--- src/inc/avc_pkg.sv ---
// Shared constants for the vendor command issuer
package avc_pkg;
  // APB register byte addresses
  localparam logic [7:0] REG_CTRL    = 8'h00;
  localparam logic [7:0] REG_STATUS  = 8'h04;
  localparam logic [7:0] REG_CFG_IDX = 8'h08;
  localparam logic [7:0] REG_CFG_DAT = 8'h0c;
  localparam logic [7:0] REG_STATE   = 8'h10;
  // Control register fields
  localparam int CTRL_START_ID = 0;
  localparam int CTRL_DEV      = 1;
  // Task file register indices
  localparam logic [2:0] TF_DATA   = 3'h0;
  localparam logic [2:0] TF_FEAT   = 3'h1;
  localparam logic [2:0] TF_SECCNT = 3'h2;
  localparam logic [2:0] TF_CYL_LO = 3'h4;
  localparam logic [2:0] TF_CYL_HI = 3'h5;
  localparam logic [2:0] TF_DEVHD  = 3'h6;
  localparam logic [2:0] TF_CMD    = 3'h7;
  // Status bits
  localparam int ST_BSY  = 7;
  localparam int ST_DRDY = 6;
  localparam int ST_DRQ  = 3;
  localparam int ST_ERR  = 0;
  // Identify command and device/head low nibble
  localparam logic [7:0] CMD_IDENTIFY = 8'hfb;
  localparam logic [3:0] DEVHD_LOW    = 4'h1;
  localparam int         DEVHD_DEV    = 4;
  // Identify block geometry, in 16-bit words
  localparam logic [8:0] ID_WORDS   = 9'h100;
  localparam logic [8:0] KEEP_WORDS = 9'h080;
  // Identify word whose low byte is config byte 2, the event command code
  localparam logic [6:0] EVCODE_WORD = 7'h01;
  localparam logic [7:0] EV_OFF      = 8'h00;
  // Saved state reset value
  localparam logic [7:0] STATE_RST = 8'h00;
  // Event vector width: features byte plus two speed bits
  localparam int EV_W = 10;
  // Issuer states
  typedef enum logic [3:0] {
    AVC_IDLE, AVC_ID_DEV, AVC_ID_CMD, AVC_ID_POLL, AVC_ID_DATA, AVC_ID_END,
    AVC_EV_POLL0, AVC_EV_WR, AVC_EV_POLL1, AVC_EV_RD_LO, AVC_EV_RD_HI
  } avc_state_e;
endpackage

--- src/hdl/avc_cfg_ram.sv ---
// Configuration store: keeps the first half of the identify block
`timescale 1ns/100ps
`default_nettype none
module avc_cfg_ram
  import avc_pkg::*;
#(
  parameter int WORDS = 128
) (
  input  wire logic        clk,
  input  wire logic        we,
  input  wire logic [6:0]  waddr,
  input  wire logic [15:0] wdata,
  input  wire logic [7:0]  raddr,
  output logic      [7:0]  rdata
);
  logic [15:0] mem [WORDS];  // Word store, low byte is the even byte

  // Write port, one identify word per strobe
  always_ff @(posedge clk) begin
    if (we) begin
      mem[waddr] <= wdata;
    end
  end

  // Registered byte read for software
  always_ff @(posedge clk) begin
    rdata <= raddr[0] ? mem[raddr[7:1]][15:8] : mem[raddr[7:1]][7:0];
  end
endmodule
`default_nettype wire

--- src/hdl/avc_evt_acc.sv ---
// Event accumulator with paired-event follow-up handling
`timescale 1ns/100ps
`default_nettype none
module avc_evt_acc
  import avc_pkg::*;
#(
  parameter int PAIRS = EV_W / 2
) (
  input  wire logic               clk,
  input  wire logic               rst,
  input  wire logic [2*PAIRS-1:0] ev_in,
  input  wire logic               done_ok,
  input  wire logic [2*PAIRS-1:0] snap,
  output logic      [2*PAIRS-1:0] pend
);
  logic [PAIRS-1:0] latest_hi;  // Which half of each pair came last

  genvar p;
  generate
    for (p = 0; p < PAIRS; p++) begin : g_pair
      // Track most recent event of the pair; a same-cycle pair favours high
      always_ff @(posedge clk) begin
        if (rst) begin
          latest_hi[p] <= 1'b0;
        end else if (ev_in[2*p+1]) begin
          latest_hi[p] <= 1'b1;
        end else if (ev_in[2*p]) begin
          latest_hi[p] <= 1'b0;
        end
      end
      // Clear reported bits on success; new events win over the clear
      always_ff @(posedge clk) begin
        if (rst) begin
          pend[2*p+1:2*p] <= 2'h0;
        end else begin
          pend[2*p+1:2*p] <= (pend[2*p+1:2*p] & ~(done_ok ? snap[2*p+1:2*p] : 2'h0))
                           | ((done_ok && (&snap[2*p+1:2*p]))
                              ? {latest_hi[p], ~latest_hi[p]} : 2'h0)
                           | ev_in[2*p+1:2*p];
        end
      end
    end
  endgenerate
endmodule
`default_nettype wire

--- src/hdl/avc_issuer.sv ---
// Vendor command issuer: identify fetch and event notification sequencer
// How it works
// - Identify writes FBh, device/head low nibble 0001
// - Read all 512 bytes, keep first 256
// - Event code from config byte 2; zero disables
// - Event notify is non-data: writes then command
// - Features register carries eight event flags
// - Sector count carries high/full speed bits
// - Cylinder registers carry saved state bytes
// - Reset clears both saved state bytes
// - Read back next-state bytes at completion
// - Wait BSY and DRQ clear before notify writes
// - Wait BSY and DRQ clear before readback
// - Notify after drive reset and initialization
// - Notify on every reportable event
// - Merged pairs followed by latest-only command
// - Failed notify is retried with new events
// - Success ignores the ERR bit
// - DRQ during notify means keep polling
//
// The address map and the APB register port are this design's own decisions.
`timescale 1ns/100ps
`default_nettype none
module avc_issuer
  import avc_pkg::*;
(
  input  wire logic         clk,
  input  wire logic         rst,
  // APB slave
  input  wire logic         psel,
  input  wire logic         penable,
  input  wire logic         pwrite,
  input  wire logic [7:0]   paddr,
  input  wire logic [31:0]  pwdata,
  output logic              pready,
  output logic      [31:0]  prdata,
  output logic              pslverr,
  // Task file access port toward the ATA pin engine
  output logic              tf_req,
  output logic              tf_wr,
  output logic      [2:0]   tf_addr,
  output logic      [15:0]  tf_wdata,
  input  wire logic         tf_ack,
  input  wire logic [15:0]  tf_rdata,
  // System events, one-cycle pulses
  input  wire logic [EV_W-1:0] ev_in,
  input  wire logic         drive_ready,
  input  wire logic         drive_abort
);
  avc_state_e      state;       // Sequencer state
  logic [8:0]      word_cnt;    // Identify word counter
  logic [2:0]      wr_idx;      // Event register write step
  logic [7:0]      ev_code;     // Event notify command code
  logic            dev_sel;     // Selected drive
  logic            id_go;       // Identify request from software
  logic            id_done;     // Identify block captured
  logic            force_ev;    // Notify owed after drive reset/init
  logic [7:0]      out_lo;      // outgoing_saved_byte_lo
  logic [7:0]      out_hi;      // outgoing_saved_byte_hi
  logic [7:0]      ret_lo;      // returned_next_byte_lo held until pair is read
  logic [EV_W-1:0] snap;        // Flags carried by the command in flight
  logic [EV_W-1:0] pend;        // Pending event flags
  logic            done_ok;     // Event notify completed
  logic [7:0]      cfg_idx;     // Software read index into config store
  logic [7:0]      cfg_byte;    // Config store read data
  logic            ram_we;      // Store one identify word
  logic            xfer;        // Task file access finishes now
  logic            apb_acc;     // APB access phase, first cycle
  logic            ev_want;     // A notify is owed and enabled

  assign xfer    = tf_req && tf_ack;
  assign apb_acc = psel && penable && !pready;
  assign ev_want = (ev_code != EV_OFF) && ((pend != '0) || force_ev);
  assign ram_we  = (state == AVC_ID_DATA) && xfer && (word_cnt < KEEP_WORDS);

  // Pair accumulator for pending flags
  avc_evt_acc u_acc (
    .clk     (clk),
    .rst     (rst),
    .ev_in   (ev_in),
    .done_ok (done_ok),
    .snap    (snap),
    .pend    (pend)
  );

  // Store the kept half of the identify block
  avc_cfg_ram u_ram (
    .clk   (clk),
    .we    (ram_we),
    .waddr (word_cnt[6:0]),
    .wdata (tf_rdata),
    .raddr (cfg_idx),
    .rdata (cfg_byte)
  );

  // APB slave: one wait state, so read data and pready rise together
  always_ff @(posedge clk) begin
    if (rst) begin
      pready  <= 1'b0;
      prdata  <= '0;
      pslverr <= 1'b0;
      dev_sel <= 1'b0;
      cfg_idx <= '0;
      id_go   <= 1'b0;
    end else begin
      pready  <= apb_acc;
      pslverr <= 1'b0;
      // Start request is consumed when the sequencer leaves idle
      if (state == AVC_ID_DEV) begin
        id_go <= 1'b0;
      end
      if (apb_acc) begin
        unique case (paddr)
          REG_CTRL: begin
            if (pwrite) begin
              dev_sel <= pwdata[CTRL_DEV];
              if (pwdata[CTRL_START_ID]) begin
                id_go <= 1'b1;
              end
            end
            prdata <= {30'h0, dev_sel, id_go};
          end
          REG_STATUS: begin
            // Upper seven bits read zero; fields pack into the low 25 bits
            prdata <= {7'h0, pend, force_ev, id_done, ev_code, 1'b0, state};
          end
          REG_CFG_IDX: begin
            if (pwrite) begin
              cfg_idx <= pwdata[7:0];
            end
            prdata <= {24'h0, cfg_idx};
          end
          REG_CFG_DAT: begin
            prdata <= {24'h0, cfg_byte};
          end
          REG_STATE: begin
            prdata <= {16'h0, out_hi, out_lo};
          end
          default: begin
            // Unmapped: read zero, flag error
            prdata  <= '0;
            pslverr <= 1'b1;
          end
        endcase
      end
    end
  end

  // Notify owed after each drive reset or init; cleared only by success
  always_ff @(posedge clk) begin
    if (rst) begin
      force_ev <= 1'b0;
    end else if (drive_ready) begin
      force_ev <= 1'b1;
    end else if (done_ok) begin
      force_ev <= 1'b0;
    end
  end

  // Event code is taken from the identify word holding config byte 2
  always_ff @(posedge clk) begin
    if (rst) begin
      ev_code <= EV_OFF;
      id_done <= 1'b0;
    end else begin
      if (ram_we && word_cnt[6:0] == EVCODE_WORD) begin
        ev_code <= tf_rdata[7:0];
      end
      if (state == AVC_ID_DEV) begin
        id_done <= 1'b0;
      end else if (state == AVC_ID_END && xfer && !tf_rdata[ST_BSY]) begin
        id_done <= 1'b1;
      end
    end
  end

  // Saved state bytes; replaced only when both readbacks have landed
  always_ff @(posedge clk) begin
    if (rst) begin
      out_lo <= STATE_RST;
      out_hi <= STATE_RST;
      ret_lo <= STATE_RST;
    end else begin
      if (state == AVC_EV_RD_LO && xfer) begin
        ret_lo <= tf_rdata[7:0];
      end
      if (state == AVC_EV_RD_HI && xfer && !drive_abort) begin
        out_lo <= ret_lo;
        out_hi <= tf_rdata[7:0];
      end
    end
  end

  // Success pulse; ERR is never looked at
  always_ff @(posedge clk) begin
    if (rst) begin
      done_ok <= 1'b0;
    end else begin
      done_ok <= (state == AVC_EV_RD_HI) && xfer && !drive_abort;
    end
  end

  // Sequencer and task file access issue
  always_ff @(posedge clk) begin
    if (rst) begin
      state    <= AVC_IDLE;
      tf_req   <= 1'b0;
      tf_wr    <= 1'b0;
      tf_addr  <= TF_DATA;
      tf_wdata <= '0;
      word_cnt <= '0;
      wr_idx   <= '0;
      snap     <= '0;
    end else if (drive_abort) begin
      // Interrupted: pending flags stay, so the notify is retried
      state  <= AVC_IDLE;
      tf_req <= 1'b0;
    end else begin
      unique case (state)
        AVC_IDLE: begin
          // Identify from software first; it is rare and needs the code
          if (id_go) begin
            state    <= AVC_ID_DEV;
            tf_req   <= 1'b1;
            tf_wr    <= 1'b1;
            tf_addr  <= TF_DEVHD;
            tf_wdata <= {8'h0, 3'h0, dev_sel, DEVHD_LOW};
          end else if (ev_want && !done_ok) begin
            // done_ok lag: let the accumulator retire the last snapshot first
            state   <= AVC_EV_POLL0;
            snap    <= pend;
            tf_req  <= 1'b1;
            tf_wr   <= 1'b0;
            tf_addr <= TF_CMD;
          end
        end
        AVC_ID_DEV: begin
          if (xfer) begin
            state    <= AVC_ID_CMD;
            tf_addr  <= TF_CMD;
            tf_wdata <= {8'h0, CMD_IDENTIFY};
          end
        end
        AVC_ID_CMD: begin
          if (xfer) begin
            state <= AVC_ID_POLL;
            tf_wr <= 1'b0;
          end
        end
        AVC_ID_POLL: begin
          // Wait for the drive to offer data; an abort ends the command
          if (xfer && !tf_rdata[ST_BSY]) begin
            if (tf_rdata[ST_ERR]) begin
              state  <= AVC_IDLE;
              tf_req <= 1'b0;
            end else if (tf_rdata[ST_DRQ]) begin
              state    <= AVC_ID_DATA;
              tf_addr  <= TF_DATA;
              word_cnt <= '0;
            end
          end
        end
        AVC_ID_DATA: begin
          // All 256 words are read; only the first 128 reach the store
          if (xfer) begin
            word_cnt <= word_cnt + 9'h001;
            if (word_cnt == ID_WORDS - 9'h001) begin
              state   <= AVC_ID_END;
              tf_addr <= TF_CMD;
            end
          end
        end
        AVC_ID_END: begin
          if (xfer && !tf_rdata[ST_BSY]) begin
            state  <= AVC_IDLE;
            tf_req <= 1'b0;
          end
        end
        AVC_EV_POLL0: begin
          if (xfer && !tf_rdata[ST_BSY] && !tf_rdata[ST_DRQ]) begin
            state    <= AVC_EV_WR;
            wr_idx   <= '0;
            tf_wr    <= 1'b1;
            tf_addr  <= TF_FEAT;
            tf_wdata <= {8'h0, snap[EV_W-1:2]};
          end
        end
        AVC_EV_WR: begin
          // Register writes, command last, no data phase
          if (xfer) begin
            wr_idx <= wr_idx + 3'h1;
            unique case (wr_idx)
              3'h0: begin
                tf_addr  <= TF_SECCNT;
                tf_wdata <= {14'h0, snap[1:0]};
              end
              3'h1: begin
                tf_addr  <= TF_CYL_LO;
                tf_wdata <= {8'h0, out_lo};
              end
              3'h2: begin
                tf_addr  <= TF_CYL_HI;
                tf_wdata <= {8'h0, out_hi};
              end
              3'h3: begin
                tf_addr  <= TF_CMD;
                tf_wdata <= {8'h0, ev_code};
              end
              default: begin
                state <= AVC_EV_POLL1;
                tf_wr <= 1'b0;
              end
            endcase
          end
        end
        AVC_EV_POLL1: begin
          // DRQ never ends the wait: polling continues until it drops
          if (xfer && !tf_rdata[ST_BSY] && !tf_rdata[ST_DRQ]) begin
            state   <= AVC_EV_RD_LO;
            tf_addr <= TF_CYL_LO;
          end
        end
        AVC_EV_RD_LO: begin
          if (xfer) begin
            state   <= AVC_EV_RD_HI;
            tf_addr <= TF_CYL_HI;
          end
        end
        AVC_EV_RD_HI: begin
          if (xfer) begin
            state  <= AVC_IDLE;
            tf_req <= 1'b0;
          end
        end
        default: begin
          state  <= AVC_IDLE;
          tf_req <= 1'b0;
        end
      endcase
    end
  end
endmodule
`default_nettype wire

--- config.mk ---
export PLATFORM = sky130hd
export DESIGN_NAME = avc_issuer
export DESIGN_NICKNAME = d
export VERILOG_FILES = /design/src/inc/avc_pkg.sv /design/src/hdl/avc_cfg_ram.sv /design/src/hdl/avc_evt_acc.sv /design/src/hdl/avc_issuer.sv
export SDC_FILE = /design/constraint.sdc
export NUM_CORES = 2
export LEC_CHECK = 0
export ABC_AREA = 1
export BUFFER_PORTS_ARGS = -buffer_cell sky130_fd_sc_hd__buf_2
export CORE_UTILIZATION = 61
export CTS_CLUSTER_DIAMETER = 200
export DETAILED_ROUTE_END_ITERATION = 10
export PLACE_DENSITY = 0.78
export SYNTH_ARGS = -nofsm -noshare
export SYNTH_HDL_FRONTEND = slang
export SYNTH_HIERARCHICAL = 1
export SYNTH_SLANG_ARGS = --single-unit
--- constraint.sdc ---
create_clock -name clk -period 6.3 [get_ports clk]
set_input_delay 0.63 -clock clk [delete_from_list [all_inputs] [get_ports clk]]
set_output_delay 0.63 -clock clk [all_outputs]
set_load 0.03 [all_outputs]
Word level (Yosys, flattened, before mapping)
Memories as Yosys holds them, arrays and structs flattened. A register that Yosys moved wholly into a read port is not among the register bits.
Index checks and enable logic that the tools add are counted.
- register bits after elaboration: 149
- RAM bits: 2048
- input port bits: 74
- memories kept: 1
- $add $sub $neg: 2
- magnitude comparators: 1
- equality and inequality tests: 38
- multiplexer cells: 92
- bitwise operators: 29
- reductions and logical operators: 63
- memories (name ; words ; bits a word ; rd ports ; clocked after Yosys merged registers in ; wr ports ; line ; source):
    u_ram.mem ; 128 ; 16 ; 1 ; 1 ; 1 ; avc_cfg_ram.sv:16 ; logic [15:0] mem [WORDS];
- operators with widths (cell ; count):
    16-bit case mux with 4 select lines ; 2
    25-bit case mux with 5 select lines ; 1
    16-bit two-way mux ; 4
    4-bit two-way mux ; 16
    4-bit case mux with 11 select lines ; 1
    3-bit two-way mux ; 14
    9-bit two-way mux ; 4
    1-bit two-way mux ; 31
    2-bit inequality test (second input constant) ; 14
    14-bit AND reduction ; 2
    3-bit case mux with 8 select lines ; 1
    1-bit logical AND ; 20
    2-bit two-way mux ; 10
    2-bit OR ; 10
    9-bit case mux with 2 select lines ; 1
    4-bit by 3-bit == test with 1-bit output (second input constant) ; 4
    8-bit by 4-bit == test with 1-bit output (second input constant) ; 2
    2-bit nonzero test ; 8
    8-bit nonzero test ; 2
    7-bit two-way mux ; 2
    7-bit AND reduction ; 2
    4-bit == test (second input constant) ; 3
    3-bit case mux with 4 select lines ; 1
    6-bit AND reduction ; 2
    other kinds (35) ; 68

Depth between registers and ports, before layout
- depth in word-level cells: 7
- mapped depth: 15
- depth with buffers taken out: 14

Cells and area by module
Netlist, hierarchy kept.
- modules (own cells, without submodules) (module ; times used ; cells an instance ; area each (um^2) ; seq. area each (um^2)):
    avc_cfg_ram ; 1 ; 6811 ; 82679.3 ; 61659.1
    avc_issuer ; 1 ; 837 ; 5688.0 ; 2222.1
    avc_evt_acc ; 1 ; 107 ; 665.6 ; 300.3

Least setup slack after synthesis
OpenSTA, ideal clock, no wires.
- path kind: input to register
- from: in tf_ack
- to: mem u_ram.mem[107][0], enable pin
- setup time: 388 ps
- arrival: 2414 ps
- data required time: 5912 ps
- slack: 3498 ps
- stages on the path: 8
- path buffers: 2
- path through: nand2_2 -> inv_1 -> nand2_2 -> nor3_4 -> clkbuf_1 -> nand2_1 -> clkbuf_1 -> nor2_1
- cells in the longest elaborated chain, start to end: 5
- RTL lines (what ; line ; source):
    start: declaration ; avc_issuer.sv:43 ; input wire logic tf_ack,
    1-bit logical AND ; avc_issuer.sv:71 ; assign xfer = tf_req && tf_ack;
    1-bit logical AND (2 in a row) ; avc_issuer.sv:74 ; assign ram_we = (state == AVC_ID_DATA) && xfer && (word_cnt < KEEP_WORDS);
    net ram_we ; avc_issuer.sv:66 ; logic ram_we;
    1-bit two-way mux ; avc_cfg_ram.sv:20 ; if (we) begin
    1-bit two-way mux (not written as such) ; avc_cfg_ram.sv:21 ; mem[waddr] <= wdata;
    end: declaration ; avc_cfg_ram.sv:16 ;
The timed path passes the listed nets, and every way through them passes these cells.

==> summary.md <==
| Metric | Value |
|---|---|
| Worst Path Arrival | `4490 ps` |
| Clock Path Buffers | `3` |
| Worst Path Max Fanout | `226` |
| Max-Slew Margin vs Limit | `18.9%` |
| CTS tree | `done` |
| Syn Std Cell Area | `89000 um2` |
| Initial antenna violation count | `4` |
| Top_reg_cell synth | `edfxtp_1` |
| H-tree levels | `4` |
| Multi-input combinational cell area | `21800 um2` |
| WL/cell | `23.8 um` |
| Ratio of cells with drive above 1 in the final layout | `7.97%` |
| DPL Wire Length | `127000 um` |
| Ys Warns | `6` |
| Final Hold Fails | `0` |
| DP Worst Slack | `2730 ps` |
| Post-route antenna net violation count | `0` |
| Synth Instances | `7755` |
| Gr ovfl total | `0` |
| Critical Path RT | `7090 ps` |
| Final Non-Filler Cells | `9843` |
| Register Area | `64200 um2` |
| Leak | `34.2 nW` |
| Post-synth top area cell | `edfxtp_1` |
| Asr flop ratio synth | `0%` |
| VDD IR max | `0.302 mV` |
| Via count | `61900` |
| Largest net degree at the start of global routing | `227` |
| Final setup TNS | `0 ps` |
| Vias in the first global route | `58500` |
| Final worst slack | `2600 ps` |
| Top cells by count, synth | `nand2_1, nand3_1, edfxtp_1` |
| Clk Latency, worst-skew pair | `870 ps` |
| Status | `finished clean` |
| Yosys top cell area share | `69.1%` |
| Starting DRT DRC Count | `8935` |
| Worst slew pin tran | `1220 ps` |
| Final Skew | `38.8 ps` |
| Num CTS Buffers | `205` |
| Hold WC Path Type | `in -> reg` |
| Fmax | `270 MHz` |
| Overall Global Routing Usage | `31.5%` |
| Post-layout min period | `3700 ps` |
| Die Area | `147000 um2` |
| RSZ-0062 raised after global routing | `false` |
| Fillers | `9749` |
| Gpl congestion | `0.916` |
| Root buf cell | `clkbuf_16` |
| Kind of critical path | `reg -> reg` |
| Count of cell types in the netlist | `42` |
| Critical Path Source Type | `flop` |
| Vias/cell | `6.29` |
| PwrDens | `294 nW/um2` |
| Tcrit/Tclk final | `58.8%` |
| Initial Util | `61.8%` |
| Nets@finish | `7844` |
| Count leader, synth | `nand2_1` |
| Num ports | `129` |
| Remaining DRCs | `0` |
| Flop and latch count out of synthesis | `2182` |
| Worst hold slack | `48.8 ps` |
| Reg clk slew, reported paths | `60 ps` |
| Endpoint class of the critical path | `flop` |
| Buffers on Ports | `89` |
| Drt first pass iters | `6` |
| Total clock sinks | `2182` |
| Cell count after placement | `9457` |
| Area growth syn-to-layout | `9.59%` |
| Finish-stage setup viols | `0` |
| Sequential area share after synthesis | `72.1%` |
| Core ar. | `144000 um2` |
| Slew Viols, Final | `0` |
| Routed WL | `234000 um` |
| Synth area leaders | `edfxtp_1, nand3_1, nand2_1` |
| Die Y | `384 um` |
| Avg Inst Size Synth | `11.5 um2` |
| Die X | `384 um` |
| Row count | `139` |
| Number of synthesized flops with an enable pin | `2048` |
| Max cap viols | `0` |
| First-pass GRT wire length | `348000 um` |
## final timing paths
| check | start | end | slack, ps | cells after the start |
|---|---|---|---|---|
| hold / removal | ev_in[2] | u_acc/latest_hi[1] | 50 | 4 |
| setup reg to reg | cfg_idx[1] | u_ram/rdata[6] | 2600 | 12 |
| setup / recovery | cfg_idx[1] | u_ram/rdata[6] | 2600 | 12 |
| hold reg to reg | ret_lo[4] | ret_lo[4] | 470 | 2 |
## critical path, stage by stage (launching register included)
cell     delay (ps)
dfxtp_4         560
inv_16          680
buf_4           810
nand2_1         120
nand3_1         110
nand3_1         120
nand3_1         130
nand3_1         260
nand3_1         160
nand3_1         220
nand2_1         180
nand2_1          70
nand2_1          60
## logic make-up (layout without fill, tap and decap cells)
kind of cell	count (synthesis)	count (layout)	synth area share [%]
AOI/OAI and AO/OA	194	194	1.19
xor gates and xnor gates	2	2	0.0197
adders and majority gates	8	8	0.112
buffers and inverters	635	804	3.48
DFF	2182	2182	72.1
other	1	17	0.00421
and+or+nand+nor	4733	4733	23.1
## registers in the layout, indices dropped and copies added (netlist names), 3 cells and up
register	count
u_ram/mem	2048
prdata	25
snap	10
u_acc/pend	10
word_cnt	9
cfg_idx	8
ev_code	8
out_hi	8
out_lo	8
ret_lo	8
tf_wdata	8
u_ram/rdata	8
u_acc/latest_hi	5
state	4
tf_addr	3
wr_idx	3
## stage by stage
step                power, mW  area [um2]  utilization, %
floorplan                16.6       89100               -
global placement         17.0       91100            63.2
detailed placement       17.0       91100            63.2
CTS                      28.7       97600            67.7
global route             29.4       97600            67.7
finish                   28.7       97600            67.7
## cells in the final DEF, fill, tap and decap left out, types with 3 or more instances in the layout
cell,netlist,routed
nand2_1,2312,2312
nand3_1,2071,2071
edfxtp_1,2048,2048
nor2_1,288,279
clkbuf_16,0,210
buf_4,85,202
dfxtp_1,134,129
inv_1,121,119
a21oi_1,77,77
o21ai_0,74,74
buf_2,281,73
clkbuf_1,108,55
clkinv_1,0,45
clkinv_2,0,43
nor3_1,20,20
nor2_2,7,16
a211oi_1,16,16
conb_1,1,15
bufinv_16,0,14
buf_12,0,13
nand2_2,11,11
inv_2,10,8
o22ai_1,8,8
ha_1,8,8
o21ai_1,6,6
inv_6,0,6
nor2_4,5,5
nand4_1,5,5
clkinvlp_4,0,5
nand3_2,4,4
o211ai_1,4,4
dfxtp_4,0,4
nor4_1,3,3
clkinv_16,0,3
## cell type report
class                   instances  area share, %
multi-input cells            4952           22.4
flip-flops and latches       2182           65.8
diodes                          2        0.00513
clock buffers                 267           5.62
inverters                     132          0.544
clock inverters               116           1.02
repair buffers                289           2.21
well taps                    1903           2.44
## where the power goes
part,switching (mW),internal (mW)
Clock,5.27,6.71
Sequential,0.0398,15.9
Combinational,0.655,0.176
## metal layers
metal | GRT usage, % | wire, um
met1 | 43.3 | 84800
met4 | 15.8 | 11200
met5 | 0 | 13
met2 | 48.3 | 109000
met3 | 6.22 | 29300
## repair_timing
action	in CTS	in global routing
resized for setup	0	0
hold buffers	1	0
hold endpoints to repair	1	0
buffers inserted	0	0
Power figures use the tool's default switching activity.
